<file path="src/rtl/rlc_pkg.sv">
// Constants, types and field layout of the radio link configuration register bank.
// Assumes a 10 MHz system clock and a serial command port sampled by that clock.
package rlc_pkg;

  // ==========================================================================
  // Register map and command format
  // ==========================================================================
  localparam logic [4:0] ADDRESS_WIDTH_CONFIG_OFS = 5'h03;
  localparam logic [4:0] RETRANSMIT_CONFIG_OFS = 5'h04;
  localparam logic [4:0] RADIO_CHANNEL_SELECT_OFS = 5'h05;
  localparam logic [4:0] RADIO_LINK_SETUP_OFS = 5'h06;
  localparam logic [4:0] FIRST_OFS = ADDRESS_WIDTH_CONFIG_OFS;
  localparam logic [4:0] LAST_OFS = RADIO_LINK_SETUP_OFS;
  localparam int NUM_REGS = 4;

  localparam int CMD_OP_MSB = 7;
  localparam int CMD_OP_LSB = 5;
  localparam int CMD_ADDR_MSB = 4;
  localparam logic [2:0] OP_READ = 3'h0;
  localparam logic [2:0] OP_WRITE = 3'h1;

  // ==========================================================================
  // Reset values and writable bits, entry 0 is the lowest offset
  // ==========================================================================
  localparam logic [NUM_REGS-1:0][7:0] REG_RESET = {8'h0E, 8'h02, 8'h03, 8'h03};
  localparam logic [NUM_REGS-1:0][7:0] REG_WMASK = {8'hBE, 8'h7F, 8'hFF, 8'h03};

  // ==========================================================================
  // Field positions
  // ==========================================================================
  localparam int AW_LSB = 0;
  localparam int DELAY_LSB = 4;
  localparam int LIMIT_LSB = 0;
  localparam int CHANNEL_LSB = 0;
  localparam int CARRIER_BIT = 7;
  localparam int SLOW_BIT = 5;
  localparam int LOCK_BIT = 4;
  localparam int FAST_BIT = 3;
  localparam int PWR_LSB = 1;

  // ==========================================================================
  // Timing
  // ==========================================================================
  localparam int CLK_KHZ = 10000;
  localparam int RETX_STEP_US = 250;
  localparam int RETX_STEP_CYCLES = (RETX_STEP_US * CLK_KHZ + 999) / 1000;
  localparam logic [15:0] RETX_STEP = 16'(RETX_STEP_CYCLES);

  // ==========================================================================
  // Types
  // ==========================================================================
  typedef enum logic [1:0] {
    RATE_1M = 2'b00,
    RATE_2M = 2'b01,
    RATE_250K = 2'b10
  } rlc_rate_t;

  typedef enum logic [1:0] {
    ST_IDLE = 2'b00,
    ST_WRITE = 2'b01,
    ST_DONE = 2'b10
  } rlc_state_t;

  typedef struct packed {
    logic [4:0] addr_byte_mask;
    logic [2:0] addr_bytes;
    logic addr_width_ok;
    logic [15:0] retx_wait_cycles;
    logic [3:0] retx_limit;
    logic retx_enable;
    logic [6:0] channel;
    logic carrier_test;
    rlc_rate_t rate;
    logic [1:0] tx_power;
    logic force_lock;
  } rlc_settings_t;

endpackage : rlc_pkg

</file>
<file path="src/rtl/rlc_spi_shift.sv">
// Serial byte engine: synchronises the port pins and shifts bytes in and out.
// Assumes SPI mode 0 with the serial clock at most 500 kHz against the 10 MHz clock.
`timescale 1ns/10ps

module rlc_spi_shift (
  input wire logic i_mclk,
  input wire logic i_rst,
  input wire logic i_sck,
  input wire logic i_mosi,
  input wire logic i_csn_n,
  input wire logic [7:0] i_tx_byte,
  input wire logic i_tx_load,
  output logic [7:0] o_rx_byte,
  output logic o_rx_valid,
  output logic o_active,
  output logic o_miso
);

  // ==========================================================================
  // Pin synchronisers
  // ==========================================================================
  // Bit 0 serial clock, bit 1 data in, bit 2 select.
  localparam logic [2:0] PIN_IDLE = 3'h4;
  logic [2:0] pins;
  logic [2:0] s1;
  logic [2:0] s2;
  logic [2:0] s3;
  logic [2:0] filt;
  logic [2:0] filt_q;

  assign pins = {i_csn_n, i_mosi, i_sck};

  genvar g;
  generate
    for (g = 0; g < 3; g++) begin : g_sync
      always_ff @(posedge i_mclk) begin
        if (i_rst) begin
          s1[g] <= PIN_IDLE[g];
          s2[g] <= PIN_IDLE[g];
          s3[g] <= PIN_IDLE[g];
          filt[g] <= PIN_IDLE[g];
          filt_q[g] <= PIN_IDLE[g];
        end else begin
          s1[g] <= pins[g];
          s2[g] <= s1[g];
          s3[g] <= s2[g];
          // A level counts only once two later stages agree, which rejects glitches.
          filt[g] <= (s2[g] == s3[g]) ? s3[g] : filt[g];
          filt_q[g] <= filt[g];
        end
      end
    end
  endgenerate

  logic sck_rise;
  logic sck_fall;
  assign sck_rise = filt[0] & ~filt_q[0];
  assign sck_fall = ~filt[0] & filt_q[0];
  assign o_active = ~filt[2];

  // ==========================================================================
  // Receive shifter
  // ==========================================================================
  logic [2:0] bit_cnt;
  logic [7:0] rx_sh;

  always_ff @(posedge i_mclk) begin
    if (i_rst || !o_active) begin
      bit_cnt <= 3'h0;
      rx_sh <= 8'h00;
    end else if (sck_rise) begin
      bit_cnt <= bit_cnt + 3'h1;
      rx_sh <= {rx_sh[6:0], filt[1]};
    end
  end

  always_ff @(posedge i_mclk) begin
    if (i_rst) begin
      o_rx_valid <= 1'b0;
      o_rx_byte <= 8'h00;
    end else begin
      o_rx_valid <= o_active && sck_rise && (bit_cnt == 3'h7);
      o_rx_byte <= (o_active && sck_rise && (bit_cnt == 3'h7)) ? {rx_sh[6:0], filt[1]} : o_rx_byte;
    end
  end

  // ==========================================================================
  // Transmit shifter
  // ==========================================================================
  // The falling edge after the eighth bit does not shift, so a freshly loaded byte keeps its MSB.
  logic [7:0] tx_sh;

  always_ff @(posedge i_mclk) begin
    if (i_rst || !o_active) begin
      tx_sh <= 8'h00;
    end else if (i_tx_load) begin
      tx_sh <= i_tx_byte;
    end else if (sck_fall && (bit_cnt != 3'h0)) begin
      tx_sh <= {tx_sh[6:0], 1'b0};
    end
  end

  assign o_miso = tx_sh[7];

endmodule : rlc_spi_shift

</file>
<file path="src/rtl/rlc_config_regs.sv">
// Radio link configuration register bank behind a serial register command port.
// Assumes a controller that frames each command with select low and keeps the
// serial clock slow enough for the 10 MHz oversampling front end.
`timescale 1ns/10ps

module rlc_config_regs (
  input wire logic i_mclk,
  input wire logic i_rst,
  input wire logic i_spi_sck,
  input wire logic i_spi_mosi,
  input wire logic i_spi_csn_n,
  output logic o_spi_miso,
  output rlc_pkg::rlc_settings_t o_settings
);

  // ==========================================================================
  // Serial front end
  // ==========================================================================
  logic [7:0] rx_byte;
  logic rx_valid;
  logic active;
  logic [7:0] tx_byte;
  logic tx_load;

  rlc_spi_shift u_shift (
    .i_mclk(i_mclk),
    .i_rst(i_rst),
    .i_sck(i_spi_sck),
    .i_mosi(i_spi_mosi),
    .i_csn_n(i_spi_csn_n),
    .i_tx_byte(tx_byte),
    .i_tx_load(tx_load),
    .o_rx_byte(rx_byte),
    .o_rx_valid(rx_valid),
    .o_active(active),
    .o_miso(o_spi_miso)
  );

  // ==========================================================================
  // Command decode
  // ==========================================================================
  logic [2:0] rx_op;
  logic [4:0] rx_addr;
  logic rx_hit;
  logic [1:0] rx_idx;
  assign rx_op = rx_byte[rlc_pkg::CMD_OP_MSB:rlc_pkg::CMD_OP_LSB];
  assign rx_addr = rx_byte[rlc_pkg::CMD_ADDR_MSB:0];
  assign rx_hit = (rx_addr >= rlc_pkg::FIRST_OFS) && (rx_addr <= rlc_pkg::LAST_OFS);
  assign rx_idx = 2'(rx_addr - rlc_pkg::FIRST_OFS);

  rlc_pkg::rlc_state_t state;
  logic cmd_hit;
  logic [1:0] cmd_idx;

  always_ff @(posedge i_mclk) begin
    if (i_rst || !active) begin
      state <= rlc_pkg::ST_IDLE;
      cmd_hit <= 1'b0;
      cmd_idx <= 2'h0;
    end else if (rx_valid) begin
      case (state)
        rlc_pkg::ST_IDLE: begin
          cmd_hit <= rx_hit;
          cmd_idx <= rx_idx;
          state <= (rx_op == rlc_pkg::OP_WRITE) ? rlc_pkg::ST_WRITE : rlc_pkg::ST_DONE;
        end
        rlc_pkg::ST_WRITE: state <= rlc_pkg::ST_DONE;
        rlc_pkg::ST_DONE: state <= rlc_pkg::ST_DONE;
        default: state <= rlc_pkg::ST_IDLE;
      endcase
    end
  end

  // ==========================================================================
  // Register storage
  // ==========================================================================
  logic [7:0] cfg [rlc_pkg::NUM_REGS];
  logic reg_we;
  assign reg_we = rx_valid && active && (state == rlc_pkg::ST_WRITE) && cmd_hit;

  genvar g;
  generate
    for (g = 0; g < rlc_pkg::NUM_REGS; g++) begin : g_reg
      always_ff @(posedge i_mclk) begin
        if (i_rst) begin
          cfg[g] <= rlc_pkg::REG_RESET[g];
        end else if (reg_we && (cmd_idx == 2'(g))) begin
          cfg[g] <= rx_byte & rlc_pkg::REG_WMASK[g];
        end
      end
    end
  endgenerate

  always_ff @(posedge i_mclk) begin
    if (i_rst) begin
      tx_load <= 1'b0;
      tx_byte <= 8'h00;
    end else begin
      tx_load <= rx_valid && active;
      if (rx_valid && active && (state == rlc_pkg::ST_IDLE) && (rx_op == rlc_pkg::OP_READ) &&
          rx_hit) begin
        tx_byte <= cfg[rx_idx];
      end else begin
        tx_byte <= 8'h00;
      end
    end
  end

  // ==========================================================================
  // Decoded settings
  // ==========================================================================
  logic [1:0] aw_code;
  logic [3:0] delay_code;
  logic [7:0] setup;
  assign aw_code = cfg[0][rlc_pkg::AW_LSB+:2];
  assign delay_code = cfg[1][rlc_pkg::DELAY_LSB+:4];
  assign setup = cfg[3];

  always_ff @(posedge i_mclk) begin
    if (i_rst) begin
      o_settings <= '0;
    end else begin
      case (aw_code)
        2'b01: begin
          o_settings.addr_bytes <= 3'h3;
          o_settings.addr_byte_mask <= 5'h07;
          o_settings.addr_width_ok <= 1'b1;
        end
        2'b10: begin
          o_settings.addr_bytes <= 3'h4;
          o_settings.addr_byte_mask <= 5'h0F;
          o_settings.addr_width_ok <= 1'b1;
        end
        2'b11: begin
          o_settings.addr_bytes <= 3'h5;
          o_settings.addr_byte_mask <= 5'h1F;
          o_settings.addr_width_ok <= 1'b1;
        end
        default: begin
          o_settings.addr_bytes <= 3'h0;
          o_settings.addr_byte_mask <= 5'h00;
          o_settings.addr_width_ok <= 1'b0;
        end
      endcase
      o_settings.retx_wait_cycles <= 16'(({12'h000, delay_code} + 16'h0001) * rlc_pkg::RETX_STEP);
      o_settings.retx_limit <= cfg[1][rlc_pkg::LIMIT_LSB+:4];
      o_settings.retx_enable <= (cfg[1][rlc_pkg::LIMIT_LSB+:4] != 4'h0);
      o_settings.channel <= cfg[2][rlc_pkg::CHANNEL_LSB+:7];
      o_settings.carrier_test <= setup[rlc_pkg::CARRIER_BIT];
      if (setup[rlc_pkg::SLOW_BIT]) begin
        o_settings.rate <= rlc_pkg::RATE_250K;
      end else if (setup[rlc_pkg::FAST_BIT]) begin
        o_settings.rate <= rlc_pkg::RATE_2M;
      end else begin
        o_settings.rate <= rlc_pkg::RATE_1M;
      end
      o_settings.tx_power <= setup[rlc_pkg::PWR_LSB+:2];
      o_settings.force_lock <= setup[rlc_pkg::LOCK_BIT];
    end
  end

  // ==========================================================================
  // Checks
  // ==========================================================================
  width_decode_a: assert property (@(posedge i_mclk) disable iff (i_rst)
    (aw_code != 2'b00) |=> o_settings.addr_width_ok &&
      (o_settings.addr_bytes == 3'($past(aw_code)) + 3'h2))
    else $error("address width decode wrong");

  byte_mask_a: assert property (@(posedge i_mclk) disable iff (i_rst)
    o_settings.addr_width_ok |->
      (o_settings.addr_byte_mask == 5'((6'h01 << o_settings.addr_bytes) - 6'h01)))
    else $error("address byte mask does not match width");

  retx_wait_a: assert property (@(posedge i_mclk) disable iff (i_rst)
    1'b1 |=> (o_settings.retx_wait_cycles ==
      16'(({12'h000, $past(delay_code)} + 16'h0001) * 16'h09C4)))
    else $error("retransmit wait count wrong");

  retx_enable_a: assert property (@(posedge i_mclk) disable iff (i_rst)
    1'b1 |=> (o_settings.retx_enable == ($past(cfg[1][3:0]) != 4'h0)))
    else $error("retransmit enable disagrees with limit");

  channel_write_a: assert property (@(posedge i_mclk) disable iff (i_rst)
    (reg_we && (cmd_idx == 2'h2)) |=> ##1 (o_settings.channel == $past(rx_byte[6:0], 2)))
    else $error("channel write did not reach setting");

  slow_rate_a: assert property (@(posedge i_mclk) disable iff (i_rst)
    setup[rlc_pkg::SLOW_BIT] |=> (o_settings.rate == rlc_pkg::RATE_250K))
    else $error("slow rate not selected");

  setup_bits_a: assert property (@(posedge i_mclk) disable iff (i_rst)
    1'b1 |=> (o_settings.tx_power == $past(setup[2:1])) &&
      (o_settings.carrier_test == $past(setup[7])) && (o_settings.force_lock == $past(setup[4])))
    else $error("setup fields not forwarded");

  reserved_zero_a: assert property (@(posedge i_mclk) disable iff (i_rst)
    (cfg[0][7:2] == 6'h00) && !cfg[2][7] && !cfg[3][6] && !cfg[3][0])
    else $error("reserved bit holds a one");

  hold_value_a: assert property (@(posedge i_mclk) disable iff (i_rst)
    !reg_we |=> $stable(cfg[0]) && $stable(cfg[1]) && $stable(cfg[2]) && $stable(cfg[3]))
    else $error("register changed without a write");

  read_answer_a: assert property (@(posedge i_mclk) disable iff (i_rst)
    (rx_valid && active && (state == rlc_pkg::ST_IDLE) && (rx_op == rlc_pkg::OP_READ) && rx_hit)
      |=> tx_load && (tx_byte == $past(cfg[rx_idx])))
    else $error("read command did not load register value");

  // ==========================================================================
  // Field forwarding, storage and framing checks
  // ==========================================================================
  // The limit, channel, rate, carrier and lock settings are held against the stored byte of the cycle before
  // (the wait only against its range), so a decode of those right only for the reset values is still caught.
  width_illegal_a: assert property (@(posedge i_mclk) disable iff (i_rst)
    (aw_code == 2'b00) |=> !o_settings.addr_width_ok && (o_settings.addr_bytes == 3'h0) &&
      (o_settings.addr_byte_mask == 5'h00))
    else $error("illegal address width not flagged");

  shared_width_a: assert property (@(posedge i_mclk) disable iff (i_rst)
    $countones(o_settings.addr_byte_mask) == 32'(o_settings.addr_bytes))
    else $error("address byte mask and width disagree");

  wait_range_a: assert property (@(posedge i_mclk) disable iff (i_rst)
    1'b1 |=> (o_settings.retx_wait_cycles >= 16'h09C4) &&
      (o_settings.retx_wait_cycles <= 16'h9C40))
    else $error("retransmit wait out of range");

  limit_fwd_a: assert property (@(posedge i_mclk) disable iff (i_rst)
    1'b1 |=> (o_settings.retx_limit == $past(cfg[1][3:0])))
    else $error("retransmit limit not forwarded");

  channel_fwd_a: assert property (@(posedge i_mclk) disable iff (i_rst)
    1'b1 |=> (o_settings.channel == $past(cfg[2][6:0])))
    else $error("channel not forwarded");

  carrier_fwd_a: assert property (@(posedge i_mclk) disable iff (i_rst)
    setup[rlc_pkg::CARRIER_BIT] |=> o_settings.carrier_test)
    else $error("carrier test bit not forwarded");

  rate_fast_a: assert property (@(posedge i_mclk) disable iff (i_rst)
    (!setup[rlc_pkg::SLOW_BIT] && setup[rlc_pkg::FAST_BIT]) |=>
      (o_settings.rate == rlc_pkg::RATE_2M))
    else $error("fast rate not selected");

  rate_base_a: assert property (@(posedge i_mclk) disable iff (i_rst)
    (!setup[rlc_pkg::SLOW_BIT] && !setup[rlc_pkg::FAST_BIT]) |=>
      (o_settings.rate == rlc_pkg::RATE_1M))
    else $error("base rate not selected");

  lock_fwd_a: assert property (@(posedge i_mclk) disable iff (i_rst)
    setup[rlc_pkg::LOCK_BIT] |=> o_settings.force_lock)
    else $error("forced lock bit not forwarded");

  reset_regs_a: assert property (@(posedge i_mclk)
    i_rst |=> (cfg[0] == rlc_pkg::REG_RESET[0]) && (cfg[1] == rlc_pkg::REG_RESET[1]) &&
      (cfg[2] == rlc_pkg::REG_RESET[2]) && (cfg[3] == rlc_pkg::REG_RESET[3]))
    else $error("register not at its reset value");

  write_land_a: assert property (@(posedge i_mclk) disable iff (i_rst)
    reg_we |=> (cfg[cmd_idx] == ($past(rx_byte) & rlc_pkg::REG_WMASK[cmd_idx])))
    else $error("written byte not stored under its mask");

  refused_read_a: assert property (@(posedge i_mclk) disable iff (i_rst)
    (rx_valid && active && (state == rlc_pkg::ST_IDLE) && !rx_hit) |=>
      tx_load && (tx_byte == 8'h00))
    else $error("refused address did not answer zero");

  miso_quiet_a: assert property (@(posedge i_mclk) disable iff (i_rst)
    !active |=> !o_spi_miso)
    else $error("data out not quiet outside a frame");

  frame_idle_a: assert property (@(posedge i_mclk) disable iff (i_rst)
    !active |=> (state == rlc_pkg::ST_IDLE) && !cmd_hit)
    else $error("command framing not cleared between frames");

endmodule : rlc_config_regs

</file>
<file path="config.mk">
export PLATFORM = sky130hd
export DESIGN_NAME = rlc_config_regs
export DESIGN_NICKNAME = d
export VERILOG_FILES = /design/src/rtl/rlc_pkg.sv /design/src/rtl/rlc_spi_shift.sv /design/src/rtl/rlc_config_regs.sv
export SDC_FILE = /design/constraint.sdc
export NUM_CORES = 1
export LEC_CHECK = 0
export BUFFER_PORTS_ARGS = -buffer_cell sky130_fd_sc_hd__buf_2
export CAP_MARGIN = 0
export CORE_MARGIN = 5
export CORE_UTILIZATION = 63
export DETAILED_ROUTE_END_ITERATION = 8
export GPL_TIMING_DRIVEN = 0
export HOLD_SLACK_MARGIN = 0.02
export PLACE_DENSITY = 0.82
export REMOVE_ABC_BUFFERS = 1
export SLEW_MARGIN = 20
export SYNTH_ARGS = -nofsm -noshare
export SYNTH_HDL_FRONTEND = slang
export SYNTH_SLANG_ARGS = --single-unit
</file>
<file path="constraint.sdc">
create_clock -name i_mclk -period 10.4 [get_ports i_mclk]
set_input_delay 2.08 -clock i_mclk [delete_from_list [all_inputs] [get_ports i_mclk]]
set_output_delay 2.08 -clock i_mclk [all_outputs]
set_load 0.05 [all_outputs]
</file>
==> flow_metrics.tcl, run 1 <==
set metrics [dict create \
    cp_slowest_cell "fa_1" \
    clock_latency_ns 0.51 \
    postCtsHoldBufs 0 \
    synth.most_common_cell "dfxtp_1" \
    timing.setup.tns_ns 0 \
    grt_pass1_vias 3349 \
    path_cells "ha_1 > xnor2_1 > inv_1 > fa_1 > ha_1 > inv_1 > fa_1 > inv_1 > ha_1 > o21ai_0 > o21bai_1 > or4b_1 > nand3_1" \
    fp.dieArea_sq_um 9520 \
    cap_violations 0 \
    r2r_cells 13 \
    n_antenna_cell 0 \
    cts_buffers 17 \
    synth_area_sq_um 4830 \
    drive_gt1_frac 0.185 \
    fin_total_pwr_mw 1.21 \
    syn_area_per_cell_sq_um 10.3 \
    synth_cell_types 54 \
    drc 0 \
    worst_pin_slew_ns 0.920 \
    coreArea_sq_um 7610 \
    worstHoldStart "u_shift.s1[2]$_SDFF_PP1_" \
    hold-path-cell-count 1 \
    relSlewSlack 0.386 \
    place_congestion 0.821 \
    p_sw_uw 346 \
    fin_area_sq_um 5660 \
    antenna_found_initial 0 \
    synth_edf_count 23 \
    drtPass1Iterations 6 \
    worstPathArrival_ns 4.38 \
    grtUsageTotal 0.208 \
    finalHoldViolations 0 \
    clkPwrFrac 0.461 \
    hold_class "reg -> reg" \
    final_util 0.744 \
    whs_ns 0.412 \
    combPwrFrac 0.142 \
    cts_buffer_depth 2 \
    leakage_nw 2.38 \
    cp-startpoint "cfg[1][4]$_SDFFCE_PN0P_" \
    yosys.area.top_type "dfxtp_1" \
    cp_max_fo 7 \
    fin_crit_ns 3.92 \
    cts-root-buf "clkbuf_8" \
    buffer_ports.inserted 46 \
    synthTopCellsByCount "dfxtp_1 (91), nand2_1 (46), nor2_1 (39)" \
    placed_cell_area_sq_um 5080 \
    vias_per_cell 5.36 \
    ios 49 \
    fmax_ghz 0.255 \
    post-cts-setup-buffers 0 \
    syn2layout_area_growth_pct 17.2 \
    power.density_nw_per_um2 213 \
    nets 553 \
    synth_top_area_share 0.377 \
    yosys-top-cells-area "dfxtp_1 (38%), edfxtp_1 (14%), ha_1 (8.3%), nor2b_1 (4.0%), nand2_1 (3.6%)" \
    ys.warnings.count 0 \
    finalCritPeriodShare 0.377 \
    skew_ns 0.00673 \
    start_util 0.635 \
    path_class "reg -> reg" \
    rsz0062_at_grt "false" \
    grt_max_degree 48 \
    synth_async_sr_flop_share 0 \
    cts_tree "done" \
    grt_pass1_wl_microns 15900 \
    cp.required_ns 10.85 \
    worstSetupStartpointType "register" \
    hpwl_microns 6330 \
    grt_overflow_total 0 \
    die_y_microns 97.6 \
    ant_nets 0 \
    cts_max_level 4 \
    hold-path-endpoint "u_shift.s2[2]$_SDFF_PP1_" \
    fin_ws_ns 6.48 \
    vias 3361 \
    setup_viol 0 \
    rows 32 \
    synth_cells 469 \
    synth_flop_cell "dfxtp_1" \
    dp_slack_ns 6.51 \
    slew_viol_final 0 \
    dp.cells 595 \
    peakVddDrop_mv 0.121 \
    status "finished clean" \
    drt-initial-drc-count 114 \
    cp-end-kind "register" \
    sw_frac_of_total 0.287 \
    max_stage_delay_ns 0.56 \
    internal_power_uw 860 \
    pwr-share-seq 0.397 \
    ys_ff_latch 114 \
    stdcell_count 627 \
    clock_sinks 114 \
    cts_resized 0 \
    r2r_start "cfg[1][4]$_SDFFCE_PN0P_" \
    wirelength_microns 9310 \
    cts.clk_slew.worst_paths_ns 0.06 \
    ys_seq_area_frac 0.520 \
    die_x_microns 97.6 \
    timing.rr.end "o_settings[31]$_SDFF_PP0_" \
    ff2ff_setup_slack_ns 6.48 \
    wl_per_cell_microns 14.8 \
]
## area by class of cell
| cell class | count | area [sq um] |
|---|---|---|
| fillers | 522 | 1950 |
| well taps | 102 | 128 |
| clock inverters | 14 | 145 |
| inverters | 19 | 71.3 |
| multi-input cells | 313 | 2110 |
| clock buffers | 18 | 439 |
| repair buffers | 47 | 250 |
| flip-flops and latches | 114 | 2510 |
## sequential cells by signal, indices dropped and copies added, names as in the netlist
name	count
cfg	23
cmd_hit	1
cmd_idx	2
o_settings	37
state	2
tx_byte	8
tx_load	1
u_shift.bit_cnt	3
u_shift.filt	3
u_shift.filt_q	1
u_shift.o_rx_byte	8
u_shift.o_rx_valid	1
u_shift.rx_sh	7
u_shift.s1	3
u_shift.s2	3
u_shift.s3	3
u_shift.tx_sh	8
## kinds of logic (layout without fill, tap and decap cells)
logic type | count (synthesis) | in the layout | share of synthesized area
buffers and inverters | 43 | 98 | 0.0430
and+or+nand+nor | 187 | 187 | 0.209
AOI/OAI and AO/OA | 69 | 69 | 0.0875
adders and majority gates | 36 | 36 | 0.0995
muxes | 14 | 14 | 0.0316
DFF | 114 | 114 | 0.520
xor gates and xnor gates | 5 | 5 | 0.00907
other | 1 | 2 | 0.000776
## power by group through the flow
stage | clock network, mW | logic [mW] | registers, mW
final | 0.555 | 0.172 | 0.479
after global routing | 0.590 | 0.186 | 0.481
after CTS | 0.563 | 0.172 | 0.479
after detailed placement | 0 | 0.170 | 0.488
after global placement | 0 | 0.164 | 0.487
after floorplan | 0 | 0.0713 | 0.546
## cell usage in the layout, fill, tap and decap left out, types with 17 or more instances in the layout
master | Yosys | routed
clkbuf_16 | 0 | 17
buf_2 | 2 | 46
ha_1 | 32 | 32
nand2_1 | 46 | 46
a21oi_1 | 31 | 31
nor2_1 | 39 | 39
edfxtp_1 | 23 | 23
nor2b_1 | 31 | 31
dfxtp_1 | 91 | 91
inv_1 | 19 | 19
## critical path, delay by kind of cell, from the launching register on
| family | cells | cell delay [ns] |
|---|---|---|
| compound gates | 2 | 0.30 |
| flops | 1 | 0.53 |
| xor+xnor | 1 | 0.34 |
| simple gates | 2 | 0.56 |
| buf+inv | 3 | 0.28 |
| fa+ha+maj | 5 | 1.85 |
## routing by layer
metal	track usage	wire length (microns)
met2	0.352	4650
met4	0.0788	145
met1	0.251	4070
met5	0	0
met3	0.0603	442
## how the worst max path moves through the flow
stage,to,slack [ns]
after floorplan,o_settings[34],6.77
final,o_settings[31]$_SDFF_PP0_,6.48
after global placement,tx_byte[7]$_SDFF_PP0_,6.15
after detailed placement,o_settings[31]$_SDFF_PP0_,6.51
after CTS,o_settings[31]$_SDFF_PP0_,6.46
after global routing,o_settings[33]$_SDFF_PP0_,6.14
No activity file was read; power rests on OpenSTA's default activity.
==> run 2, diff against run 1 <==
--- a/config.mk
+++ b/config.mk
@@ -8,11 +8,11 @@
 export BUFFER_PORTS_ARGS = -buffer_cell sky130_fd_sc_hd__buf_2
 export CAP_MARGIN = 0
 export CORE_MARGIN = 5
-export CORE_UTILIZATION = 63
+export CORE_UTILIZATION = 58
 export DETAILED_ROUTE_END_ITERATION = 8
 export GPL_TIMING_DRIVEN = 0
 export HOLD_SLACK_MARGIN = 0.02
-export PLACE_DENSITY = 0.82
+export PLACE_DENSITY = 0.77
 export REMOVE_ABC_BUFFERS = 1
 export SLEW_MARGIN = 20
 export SYNTH_ARGS = -nofsm -noshare
==> constraint.sdc (replaced) <==
create_clock -name i_mclk -period 4 [get_ports i_mclk]
set_input_delay 0.8 -clock i_mclk [delete_from_list [all_inputs] [get_ports i_mclk]]
set_output_delay 0.8 -clock i_mclk [all_outputs]
set_load 0.05 [all_outputs]
==> run 2 against run 1 <==
  * Register-to-register slack worse by 6.3 ns
  * Cell area is 0.55% higher
  * Critical path depth is 2 lower
  * Via count is 0.54% higher
  * First-iteration DRC count is 41% higher
  * Sequential power grew to 2.6 times the previous value
  * Combinational power grew to 2.6 times the previous value
  * Global-route usage is 1.2 points lower
  * Clock power grew to 2.7 times the previous value
  * Final cell count is 0.48% higher
  * Critical endpoint unchanged
  * Highest routed layer unchanged
==> flow_metrics.tcl, run 2 (synthesized netlist as in run 1, its figures left out) <==
set metrics [dict create \
    r2r_start "cfg[1][4]$_SDFFCE_PN0P_" \
    max_stage_delay_ns 0.52 \
    worstPathArrival_ns 4.26 \
    worst_pin_slew_ns 0.933 \
    finalCritPeriodShare 0.950 \
    drt-initial-drc-count 161 \
    nets 553 \
    cp-startpoint "cfg[1][4]$_SDFFCE_PN0P_" \
    cp_max_fo 7 \
    place_congestion 0.847 \
    cap_violations 0 \
    cts.clk_slew.worst_paths_ns 0.06 \
    path_buf_inv 1 \
    hpwl_microns 6170 \
    die_x_microns 101 \
    cts_max_level 4 \
    slew_viol_final 0 \
    worstSetupStartpointType "register" \
    cts_buffer_depth 2 \
    ant_nets 0 \
    fin_total_pwr_mw 3.18 \
    drive_gt1_frac 0.189 \
    coreArea_sq_um 8180 \
    cp_slowest_cell "edfxtp_1" \
    r2r_cells 11 \
    cts_buffers 17 \
    register_area_sq_um 2510 \
    timing.setup.tns_ns 0 \
    grt_overflow_total 0 \
    fin_crit_ns 3.80 \
    cp.required_ns 4.46 \
    cts-root-buf "clkbuf_8" \
    fill_cells 649 \
    relSlewSlack 0.378 \
    vias_per_cell 5.36 \
    drc 0 \
    cp-end-kind "register" \
    vias 3379 \
    largest_registers "o_settings: 37 flops, cfg: 23 flops" \
    peakVddDrop_mv 0.325 \
    grt_pass1_vias 3244 \
    grt_max_degree 39 \
    finalHoldViolations 0 \
    ios 49 \
    wirelength_microns 9260 \
    drtPass1Iterations 4 \
    grtUsageTotal 0.197 \
    multiInputGateArea_sq_um 2130 \
    cp.depth 11 \
    crit_top_cell "ha_1" \
    worstHoldStart "u_shift.s1[2]$_SDFF_PP1_" \
    layout_common_cells "dfxtp_1 (91), nand2_1 (46), buf_2 (46), nor2_1 (39), ha_1 (32)" \
    start_util 0.591 \
    power.density_nw_per_um2 559 \
    wl_per_cell_microns 14.7 \
    status "finished clean" \
    largest_register "o_settings" \
    skew_ns 0.00924 \
    hold-path-cell-count 1 \
    die_y_microns 101 \
    rows 33 \
    clock_latency_ns 0.52 \
    hold_class "reg -> reg" \
    clock_sinks 114 \
    setup_viol 0 \
    antenna_found_initial 0 \
    leakage_nw 2.40 \
    final_common_cell "dfxtp_1" \
    largest_reg_flops 37 \
    grt_pass1_wl_microns 15600 \
    syn2layout_area_growth_pct 17.8 \
    n_antenna_cell 0 \
    cts_tree "done" \
    buffer_ports.inserted 46 \
    rsz0062_at_grt "false" \
    path_cells "ha_1 > and3_1 > inv_1 > fa_1 > ha_1 > ha_1 > ha_1 > o21ai_0 > o21bai_1 > or4b_1 > nand3_1" \
    post-cts-setup-buffers 0 \
    path_class "reg -> reg" \
    fmax_ghz 0.263 \
    fp.dieArea_sq_um 10300 \
    critical-path-top-delay-family "adder cells" \
]
==> run 2: cell type report <==
| type | count | share of cell area |
|---|---|---|
| tap | 105 | 0.0231 |
| sequential | 114 | 0.441 |
| inverter | 19 | 0.0125 |
| clock buffer | 19 | 0.0816 |
| multi-input combinational | 313 | 0.374 |
| clock inverter | 13 | 0.0233 |
| timing repair buffer | 47 | 0.0440 |
==> run 2: what timing repair did <==
action	4_1_cts	5_1_grt
hold buffers	0	0
endpoints found under the setup margin	0	2
gates resized for setup	0	2
==> run 2: worst paths after layout <==
path                            slack, ns                   endpoint
worst max-delay path                 0.20  o_settings[31]$_SDFF_PP0_
worst min register to register       0.41   u_shift.s2[2]$_SDFF_PP1_
worst min-delay path                 0.41   u_shift.s2[2]$_SDFF_PP1_
worst max register to register       0.20  o_settings[31]$_SDFF_PP0_
==> run 2: stage by stage <==
| step | cell area [sq um] | hold slack, ns | instances | utilization | worst slack, ns |
|---|---|---|---|---|---|
| detailed placement | 5080 | 0.397 | 598 | 0.621 | 0.196 |
| finish | 5690 | 0.411 | 630 | 0.696 | 0.199 |
| global placement | 5060 | 0.393 | 597 | 0.619 | 0.233 |
| floorplan | 4700 | 0.389 | 446 | - | 0.506 |
| global route | 5690 | 0.446 | 630 | 0.696 | 0.0204 |
| CTS | 5680 | 0.411 | 630 | 0.694 | 0.117 |
==> run 2: where the power goes <==
group	leakage [nW]	switching (mW)	internal (mW)
clock network	0.295	0.572	0.914
registers	0.956	0.0181	1.23
logic	1.14	0.315	0.134
==> run 2: routing by layer <==
metal / global-route usage / wire length (microns) / up-vias
met4: 0.0798 / 108 / 0
li1: - / - / 1678
met2: 0.322 / 4550 / 102
met1: 0.242 / 4000 / 1589
met3: 0.0606 / 604 / 10
met5: 0 / 0 / -
